$ cat src/shared/tase_defines.vh
// constants for the transfer and add/subtract execution unit
`ifndef TASE_DEFINES_VH
`define TASE_DEFINES_VH

// ----------------------------------------------------------------
// operation codes
// ----------------------------------------------------------------
`define TASE_OP_COPY_A_R      4'h0
`define TASE_OP_COPY_R_A      4'h1
`define TASE_OP_COPY_A_HLD    4'h2
`define TASE_OP_COPY_HLD_A    4'h3
`define TASE_OP_WCOPY_AX_RP   4'h4
`define TASE_OP_WCOPY_RP_AX   4'h5
`define TASE_OP_WSWAP_AX_RP   4'h6
`define TASE_OP_SWAP_A_HLD    4'h7
`define TASE_OP_SWAP_A_R      4'h8
`define TASE_OP_SWAP_A_X      4'h9
`define TASE_OP_ADD_A_IMM     4'ha
`define TASE_OP_SUM_WITH_CARRY_INSTR_SD_IMM   4'hb
`define TASE_OP_ARITH_A_ABS   4'hc
`define TASE_OP_SUB_SD_IMM    4'hd
`define TASE_OP_SUM_WITH_CARRY_INSTR_A_HL     4'he
`define TASE_OP_FLAG_RESTORE  4'hf

// ----------------------------------------------------------------
// arithmetic selector for the absolute-operand form
// ----------------------------------------------------------------
`define TASE_FN_ADD   2'h0
`define TASE_FN_SUM_WITH_CARRY_INSTR  2'h1
`define TASE_FN_SUB   2'h2

// ----------------------------------------------------------------
// instruction lengths in bytes
// ----------------------------------------------------------------
`define TASE_LEN_1  2'h1
`define TASE_LEN_2  2'h2
`define TASE_LEN_3  2'h3

// ----------------------------------------------------------------
// execution times in instruction clocks
// ----------------------------------------------------------------
`define TASE_CLK_4  4'h4
`define TASE_CLK_6  4'h6
`define TASE_CLK_8  4'h8

// ----------------------------------------------------------------
// byte register codes and pair numbers
// ----------------------------------------------------------------
`define TASE_R_X   3'h0
`define TASE_R_A   3'h1
`define TASE_R_L   3'h6
`define TASE_R_H   3'h7
`define TASE_RP_AX 2'h0

// ----------------------------------------------------------------
// short direct window
// ----------------------------------------------------------------
`define TASE_SD_LO 16'hfe20
`define TASE_SD_HI 16'hff1f

`endif

$ cat src/rtl/tase_exec.v
// execution unit for byte/word moves, swaps and add/subtract instructions
`include "tase_defines.vh"

module tase_exec (
  // clock and reset
  input wire CLK_I,
  input wire RST_I,
  // cpu clock rate select: 0 full, 1 half, 2 quarter, 3 eighth
  input wire [1:0] CPU_CLK_SEL_I,
  // instruction request
  input wire START_I,
  input wire [3:0] OP_I,
  input wire [1:0] FUNC_I,
  input wire [2:0] REG_I,
  input wire [1:0] PAIR_I,
  input wire [7:0] IMM_I,
  input wire [15:0] ADDR_I,
  input wire FLAG_SAVE_I,
  output wire READY_O,
  output reg DONE_O,
  output reg ERR_O,
  output reg [1:0] LEN_O,
  // memory port, read data valid while the read strobe is high
  output reg [15:0] MEM_ADDR_O,
  output reg [7:0] MEM_WDATA_O,
  output reg MEM_RD_O,
  output reg MEM_WR_O,
  input wire [7:0] MEM_RDATA_I,
  // register state
  output wire [15:0] AX_O,
  output wire [15:0] BC_O,
  output wire [15:0] DE_O,
  output wire [15:0] HL_O,
  output wire ZERO_O,
  output wire HALF_CARRY_O,
  output wire CARRY_O
);

  // ----------------------------------------------------------------
  // decode helpers
  // ----------------------------------------------------------------
  function [1:0] op_len;
    input [3:0] op;
    begin
      case (op)
        `TASE_OP_WCOPY_AX_RP, `TASE_OP_WCOPY_RP_AX, `TASE_OP_WSWAP_AX_RP,
        `TASE_OP_SWAP_A_X, `TASE_OP_SUM_WITH_CARRY_INSTR_A_HL, `TASE_OP_FLAG_RESTORE: op_len = `TASE_LEN_1;
        `TASE_OP_SUM_WITH_CARRY_INSTR_SD_IMM, `TASE_OP_ARITH_A_ABS, `TASE_OP_SUB_SD_IMM: op_len = `TASE_LEN_3;
        default: op_len = `TASE_LEN_2;
      endcase
    end
  endfunction
  function [3:0] op_clocks;
    input [3:0] op;
    begin
      case (op)
        `TASE_OP_COPY_A_HLD, `TASE_OP_COPY_HLD_A: op_clocks = `TASE_CLK_6;
        `TASE_OP_WSWAP_AX_RP, `TASE_OP_SWAP_A_HLD: op_clocks = `TASE_CLK_8;
        `TASE_OP_SWAP_A_R: op_clocks = `TASE_CLK_6;
        `TASE_OP_SUM_WITH_CARRY_INSTR_SD_IMM, `TASE_OP_SUB_SD_IMM: op_clocks = `TASE_CLK_6;
        `TASE_OP_ARITH_A_ABS: op_clocks = `TASE_CLK_8;
        `TASE_OP_SUM_WITH_CARRY_INSTR_A_HL: op_clocks = `TASE_CLK_6;
        default: op_clocks = `TASE_CLK_4;
      endcase
    end
  endfunction
  function needs_read;
    input [3:0] op;
    begin
      needs_read = (op == `TASE_OP_COPY_A_HLD) || (op == `TASE_OP_SWAP_A_HLD) ||
                   (op == `TASE_OP_SUM_WITH_CARRY_INSTR_SD_IMM) || (op == `TASE_OP_SUB_SD_IMM) ||
                   (op == `TASE_OP_ARITH_A_ABS) || (op == `TASE_OP_SUM_WITH_CARRY_INSTR_A_HL);
    end
  endfunction
  // returns {carry, half carry, result}
  function [9:0] alu;
    input [7:0] a;
    input [7:0] b;
    input cin;
    input sub;
    reg [8:0] full;
    reg [4:0] low;
    begin
      if (sub) begin
        full = {1'b0, a} - {1'b0, b} - {8'h00, cin};
        low = {1'b0, a[3:0]} - {1'b0, b[3:0]} - {4'h0, cin};
      end else begin
        full = {1'b0, a} + {1'b0, b} + {8'h00, cin};
        low = {1'b0, a[3:0]} + {1'b0, b[3:0]} + {4'h0, cin};
      end
      alu = {full[8], low[4], full[7:0]};
    end
  endfunction

  // ----------------------------------------------------------------
  // state
  // ----------------------------------------------------------------
  reg [7:0] regs [0:7];
  reg z_r, ac_r, cy_r;
  reg z_sv_r, ac_sv_r, cy_sv_r;
  reg busy_r;
  reg [3:0] cnt_r;
  reg [3:0] op_r;
  reg [1:0] func_r;
  reg [2:0] reg_r;
  reg [1:0] pair_r;
  reg [7:0] imm_r;
  reg [15:0] ea_r;
  reg [7:0] mdr_r;
  reg [2:0] div_r;
  integer i;

  wire [7:0] acc = regs[`TASE_R_A];
  wire [15:0] hl = {regs[`TASE_R_H], regs[`TASE_R_L]};
  wire [2:0] lo_idx = {pair_r, 1'b0};
  wire [2:0] hi_idx = {pair_r, 1'b1};

  assign READY_O = ~busy_r;
  assign AX_O = {regs[`TASE_R_A], regs[`TASE_R_X]};
  assign BC_O = {regs[3], regs[2]};
  assign DE_O = {regs[5], regs[4]};
  assign HL_O = hl;
  assign ZERO_O = z_r;
  assign HALF_CARRY_O = ac_r;
  assign CARRY_O = cy_r;

  // ----------------------------------------------------------------
  // cpu clock divider
  // ----------------------------------------------------------------
  // a slower cpu clock only spaces out ticks; all logic stays on CLK_I
  reg [2:0] div_mask;
  always @* begin
    case (CPU_CLK_SEL_I)
      2'h0: div_mask = 3'h0;
      2'h1: div_mask = 3'h1;
      2'h2: div_mask = 3'h3;
      default: div_mask = 3'h7;
    endcase
  end
  wire tick = ((div_r & div_mask) == div_mask);

  always @(posedge CLK_I or posedge RST_I) begin
    if (RST_I) begin
      div_r <= 3'h0;
    end else begin
      div_r <= div_r + 3'h1;
    end
  end

  // ----------------------------------------------------------------
  // request checking
  // ----------------------------------------------------------------
  wire sd_ok = (ADDR_I >= `TASE_SD_LO) && (ADDR_I <= `TASE_SD_HI);
  reg legal;
  reg [15:0] ea_nxt;
  always @* begin
    legal = 1'b1;
    ea_nxt = ADDR_I;
    case (OP_I)
      `TASE_OP_COPY_A_R, `TASE_OP_COPY_R_A: legal = (REG_I != `TASE_R_A);
      `TASE_OP_WCOPY_AX_RP, `TASE_OP_WCOPY_RP_AX,
      `TASE_OP_WSWAP_AX_RP: legal = (PAIR_I != `TASE_RP_AX);
      `TASE_OP_SWAP_A_R: legal = (REG_I != `TASE_R_A) && (REG_I != `TASE_R_X);
      `TASE_OP_SUM_WITH_CARRY_INSTR_SD_IMM, `TASE_OP_SUB_SD_IMM: legal = sd_ok;
      `TASE_OP_ARITH_A_ABS: legal = (FUNC_I != 2'h3);
      `TASE_OP_COPY_A_HLD, `TASE_OP_COPY_HLD_A,
      `TASE_OP_SWAP_A_HLD: ea_nxt = hl + {8'h00, IMM_I};
      `TASE_OP_SUM_WITH_CARRY_INSTR_A_HL: ea_nxt = hl;
      default: legal = 1'b1;
    endcase
  end

  // ----------------------------------------------------------------
  // result of the current operation
  // ----------------------------------------------------------------
  reg [9:0] res;
  always @* begin
    case (op_r)
      `TASE_OP_ADD_A_IMM: res = alu(acc, imm_r, 1'b0, 1'b0);
      `TASE_OP_SUM_WITH_CARRY_INSTR_SD_IMM: res = alu(mdr_r, imm_r, cy_r, 1'b0);
      `TASE_OP_SUB_SD_IMM: res = alu(mdr_r, imm_r, 1'b0, 1'b1);
      `TASE_OP_SUM_WITH_CARRY_INSTR_A_HL: res = alu(acc, mdr_r, cy_r, 1'b0);
      `TASE_OP_ARITH_A_ABS: res = alu(acc, mdr_r, (func_r == `TASE_FN_SUM_WITH_CARRY_INSTR) & cy_r,
                                     func_r == `TASE_FN_SUB);
      default: res = 10'h000;
    endcase
  end
  wire arith = (op_r == `TASE_OP_ADD_A_IMM) || (op_r == `TASE_OP_SUM_WITH_CARRY_INSTR_SD_IMM) ||
               (op_r == `TASE_OP_SUB_SD_IMM) || (op_r == `TASE_OP_SUM_WITH_CARRY_INSTR_A_HL) ||
               (op_r == `TASE_OP_ARITH_A_ABS);
  wire to_mem = (op_r == `TASE_OP_SUM_WITH_CARRY_INSTR_SD_IMM) || (op_r == `TASE_OP_SUB_SD_IMM);
  wire last = busy_r && tick && (cnt_r == 4'h1);

  // ----------------------------------------------------------------
  // sequencing, memory and register update
  // ----------------------------------------------------------------
  always @(posedge CLK_I or posedge RST_I) begin
    if (RST_I) begin
      for (i = 0; i < 8; i = i + 1) begin
        regs[i] <= 8'h00;
      end
      z_r <= 1'b0;
      ac_r <= 1'b0;
      cy_r <= 1'b0;
      z_sv_r <= 1'b0;
      ac_sv_r <= 1'b0;
      cy_sv_r <= 1'b0;
      busy_r <= 1'b0;
      cnt_r <= 4'h0;
      op_r <= 4'h0;
      func_r <= 2'h0;
      reg_r <= 3'h0;
      pair_r <= 2'h0;
      imm_r <= 8'h00;
      ea_r <= 16'h0000;
      mdr_r <= 8'h00;
      DONE_O <= 1'b0;
      ERR_O <= 1'b0;
      LEN_O <= 2'h0;
      MEM_ADDR_O <= 16'h0000;
      MEM_WDATA_O <= 8'h00;
      MEM_RD_O <= 1'b0;
      MEM_WR_O <= 1'b0;
    end else begin
      DONE_O <= 1'b0;
      ERR_O <= 1'b0;
      MEM_RD_O <= 1'b0;
      MEM_WR_O <= 1'b0;
      if (FLAG_SAVE_I) begin
        z_sv_r <= z_r;
        ac_sv_r <= ac_r;
        cy_sv_r <= cy_r;
      end
      if (MEM_RD_O) mdr_r <= MEM_RDATA_I;
      if (!busy_r && START_I) begin
        if (legal) begin
          busy_r <= 1'b1;
          cnt_r <= op_clocks(OP_I);
          LEN_O <= op_len(OP_I);
          op_r <= OP_I;
          func_r <= FUNC_I;
          reg_r <= REG_I;
          pair_r <= PAIR_I;
          imm_r <= IMM_I;
          ea_r <= ea_nxt;
        end else begin
          ERR_O <= 1'b1;
        end
      end
      if (busy_r && tick) begin
        cnt_r <= cnt_r - 4'h1;
        if (cnt_r == op_clocks(op_r) && needs_read(op_r)) begin
          MEM_RD_O <= 1'b1;
          MEM_ADDR_O <= ea_r;
        end
      end
      if (last) begin
        busy_r <= 1'b0;
        DONE_O <= 1'b1;
        case (op_r)
          `TASE_OP_COPY_A_R: regs[`TASE_R_A] <= regs[reg_r];
          `TASE_OP_COPY_R_A: regs[reg_r] <= acc;
          `TASE_OP_COPY_A_HLD: regs[`TASE_R_A] <= mdr_r;
          `TASE_OP_COPY_HLD_A: begin
            MEM_WR_O <= 1'b1;
            MEM_ADDR_O <= ea_r;
            MEM_WDATA_O <= acc;
          end
          `TASE_OP_WCOPY_AX_RP: begin
            regs[`TASE_R_X] <= regs[lo_idx];
            regs[`TASE_R_A] <= regs[hi_idx];
          end
          `TASE_OP_WCOPY_RP_AX: begin
            regs[lo_idx] <= regs[`TASE_R_X];
            regs[hi_idx] <= regs[`TASE_R_A];
          end
          `TASE_OP_WSWAP_AX_RP: begin
            {regs[`TASE_R_A], regs[`TASE_R_X]} <= {regs[hi_idx], regs[lo_idx]};
            {regs[hi_idx], regs[lo_idx]} <= AX_O;
          end
          `TASE_OP_SWAP_A_HLD: begin
            regs[`TASE_R_A] <= mdr_r;
            MEM_WR_O <= 1'b1;
            MEM_ADDR_O <= ea_r;
            MEM_WDATA_O <= acc;
          end
          `TASE_OP_SWAP_A_R: begin
            regs[`TASE_R_A] <= regs[reg_r];
            regs[reg_r] <= acc;
          end
          `TASE_OP_SWAP_A_X: begin
            regs[`TASE_R_A] <= regs[`TASE_R_X];
            regs[`TASE_R_X] <= acc;
          end
          `TASE_OP_FLAG_RESTORE: begin
            z_r <= z_sv_r;
            ac_r <= ac_sv_r;
            cy_r <= cy_sv_r;
          end
          default: begin
            if (to_mem) begin
              MEM_WR_O <= 1'b1;
              MEM_ADDR_O <= ea_r;
              MEM_WDATA_O <= res[7:0];
            end else begin
              regs[`TASE_R_A] <= res[7:0];
            end
          end
        endcase
        // moves and swaps leave every flag untouched
        if (arith) begin
          z_r <= (res[7:0] == 8'h00);
          ac_r <= res[8];
          cy_r <= res[9];
        end
      end
    end
  end

endmodule

$ cat config.mk
export PLATFORM = sky130hd
export DESIGN_NAME = tase_exec
export DESIGN_NICKNAME = d
export VERILOG_FILES = /design/src/rtl/tase_exec.v
export VERILOG_INCLUDE_DIRS = /design/src /design/src/shared
export SDC_FILE = /design/constraint.sdc
export NUM_CORES = 1
export LEC_CHECK = 0
export BUFFER_PORTS_ARGS = -buffer_cell sky130_fd_sc_hd__clkbuf_2
export CAP_MARGIN = 30
export CORE_MARGIN = 2
export CORE_UTILIZATION = 45
export DETAILED_ROUTE_END_ITERATION = 16
export GPL_ROUTABILITY_DRIVEN = 0
export HOLD_SLACK_MARGIN = 0.12
export PLACE_DENSITY = 0.63
export SLEW_MARGIN = 20
export SYNTH_ARGS = -nofsm -noshare
export SYNTH_HDL_FRONTEND = slang
export SYNTH_SLANG_ARGS = --single-unit
$ cat constraint.sdc
create_clock -name CLK_I -period 4.25 [get_ports CLK_I]
set_input_delay 0.425 -clock CLK_I [delete_from_list [all_inputs] [get_ports CLK_I]]
set_output_delay 0.425 -clock CLK_I [all_outputs]
set_load 0.005 [all_outputs]
==> results.json <==
{
  "fmax_mhz": 274,
  "netlist_area_mm2": 0.0114,
  "antenna_found_initial": 0,
  "grt_pass1_vias": 10300,
  "fin_tns_setup_ns": 0,
  "grt_setup_unrepaired": "no",
  "cts_buffer_depth": 2,
  "crit_fanout": 6,
  "dr.pass1.iters": 6,
  "critPathCaptureType": "flip-flop",
  "clk_pin_slew_ns": 0.08,
  "hold_violations": 0,
  "worstSetupStartpoint": "CARRY_O",
  "postCtsHoldBufs": 0,
  "htreeDepth": 4,
  "syn_inst": 1309,
  "wl_per_cell_um": 22.6,
  "critPathMaxStageDelay_ns": 0.67,
  "leakage_nw": 5.96,
  "final_util_pct": 52.3,
  "core_mm2": 0.0251,
  "holdCritPathClass": "in -> async",
  "peakVddDrop_mv": 0.278,
  "cts_tree": "done",
  "fp-row-count": 58,
  "drc": 0,
  "worst_slew_margin_rel_pct": 38.0,
  "cts_setup_buffers": 0,
  "synthArstFlopShare_pct": 100,
  "power.density_mw_per_mm2": 661,
  "cts_buffers": 17,
  "multiInputGateArea_mm2": 0.00714,
  "n_fill_cell": 2407,
  "dp_hpwl_um": 29600,
  "vias_per_cell": 6.26,
  "cts-root-buf": "clkbuf_16",
  "nets": 1554,
  "die_h_um": 163,
  "r2r-start": "CARRY_O",
  "final_common_cell": "dfrtp_1",
  "drive_gt1_share_pct": 20.5,
  "worstSetupPathType": "reg -> reg",
  "crit_arrival_ns": 3.98,
  "io_buffers": 146,
  "synth-seq-cells": 151,
  "cts-resized-gates": 0,
  "fin_skew_ns": 0.0169,
  "die-area_mm2": 0.0267,
  "vias": 11100,
  "area_growth_pct": 14.8,
  "post-route-period-util_pct": 85.8,
  "grt_overflow": 0,
  "maxCapViolCount": 0,
  "worstSetupStartpointType": "flip-flop",
  "seq_area_mm2": 0.00378,
  "worst_pin_slew_ns": 0.930,
  "synth-seq-area-share_pct": 33.0,
  "clk_latency_ns": 0.44,
  "synth_edf_count": 0,
  "ys_types": 81,
  "postRouteWirelength_um": 40000,
  "synth_fp_nets": 1435,
  "avgSynthCellArea_um2": 8.75,
  "ios": 147,
  "antennaDiodeCount": 0,
  "slowest_stage": "a221oi_1",
  "die_x_um": 163,
  "track_usage_pct": 30.0,
  "start_util_pct": 45.6,
  "final_cell_mix": "151 x dfrtp_1, 146 x clkbuf_2, 132 x nand2_1, 110 x nor2_1, 104 x o21ai_0",
  "yosysWarnings": 0,
  "grt_max_degree": 81,
  "setup_viol": 0,
  "grt_pass1_wl_um": 61500,
  "cts_sinks": 151,
  "ant_nets": 0,
  "design_area_mm2": 0.0131,
  "ys.flop_type": "dfrtp_1",
  "required_ns": 4.59,
  "slew_viol_final": 0,
  "status": "completed",
  "worstPathCellList": "nand2_1 > or2_2 > fa_1 > ha_1 > and2_1 > o21ai_0 > nand3_1 > a2bb2oi_1 > o221ai_1 > a221oi_1 > a41oi_1 > o31ai_2",
  "post-route-min-period_ns": 3.65,
  "first_iter_violations": 1442,
  "place_area_mm2": 0.0125
}
==> routing by layer <==
| layer | vias up | share of wire [%] | GRT usage, % |
|---|---|---|---|
| met3 | 123 | 9.4 | 4.72 |
| met1 | 5265 | 43 | 43.3 |
| met2 | 663 | 43 | 44.1 |
| met5 | - | 0 | 0 |
| met4 | 0 | 4.6 | 13.8 |
| li1 | 5031 | - | - |
==> Yosys cell counts, drive strengths merged (14+ instances only) <==
library cell	number	area, µm²
a21oi	80	415
a221oi	18	158
a22o	19	166
a22oi	45	338
a31oi	17	106
buf	18	88.8
clkbuf	59	221
dfrtp	151	3780
ha	69	863
inv	63	236
mux2	50	563
mux2i	27	270
nand2	132	495
nand2b	17	114
nand3	22	110
nor2	111	419
nor2b	18	113
nor3	31	165
o211ai	17	128
o21ai	122	611
xnor2	24	229
xor2	14	123
==> final cells by class <==
| class | instances | area share [%] |
|---|---|---|
| sequential | 151 | 28.8 |
| clock buffer | 19 | 3.37 |
| inverter | 63 | 1.83 |
| tap | 330 | 3.14 |
| clock inverter | 13 | 1.18 |
| multi-input combinational | 1018 | 54.3 |
| timing repair buffer | 177 | 7.43 |
==> per-stage QoR <==
stage | setup WS [ns] | hold slack [ns] | std cells | power, mW
floorplan | 1.24 | 0.417 | 1309 | 5.53
global placement | 0.910 | 0.442 | 1737 | 6.89
detailed placement | 0.703 | 0.453 | 1738 | 6.94
CTS | 0.705 | 0.121 | 1770 | 8.58
global route | 0.438 | 0.156 | 1771 | 9.26
finish | 0.603 | 0.100 | 1771 | 8.68
==> power breakdown <==
| part | switching (mW) | total (mW) | internal [mW] |
|---|---|---|---|
| Combinational | 2.79 | 4.67 | 1.88 |
| Clock | 0.714 | 1.61 | 0.901 |
| Sequential | 0.599 | 2.40 | 1.80 |
==> critical path, delay by kind of cell, from the launching register on <==
family / cells / cell delay (ns)
DFF: 1 / 0.49
adders and majority gates: 2 / 0.73
and+or+nand+nor: 4 / 0.64
AOI/OAI and AO/OA: 6 / 1.69
==> registers in the layout, summed over array words and instances (netlist names), 2 cells and up <==
signal and cells:
op_r 4, div_r 3, BC_O 16, cnt_r 4, acc 8, AX_O 8, MEM_ADDR_O 16, HL_O 16
func_r 2, ea_r 16, LEN_O 2, pair_r 2, mdr_r 8, imm_r 8, MEM_WDATA_O 8, DE_O 16
reg_r 3
==> logic make-up after synthesis <==
kind of cell | synth area share [%]
AO/OA/AOI/OAI | 24.7
AND/OR/NAND/NOR | 16.5
flip-flops | 33.0
buffers and inverters | 4.78
multiplexers | 9.05
adder cells (fa/ha/maj) | 8.94
XOR/XNOR | 3.07
==> final timing paths <==
kind                            slack [ns]  endpoint  cells past startpoint
worst min register to register        0.47  div_r[0]                      1
min in group CLK_I                    0.21  mdr_r[1]                      3
worst max register to register        0.60    ZERO_O                     12
worst min-delay path                  0.10   ea_r[8]                      2
max in group asynchronous             3.16   AX_O[0]                      3
worst max-delay path                  0.60    ZERO_O                     12
(Power assumes the default switching activity.)
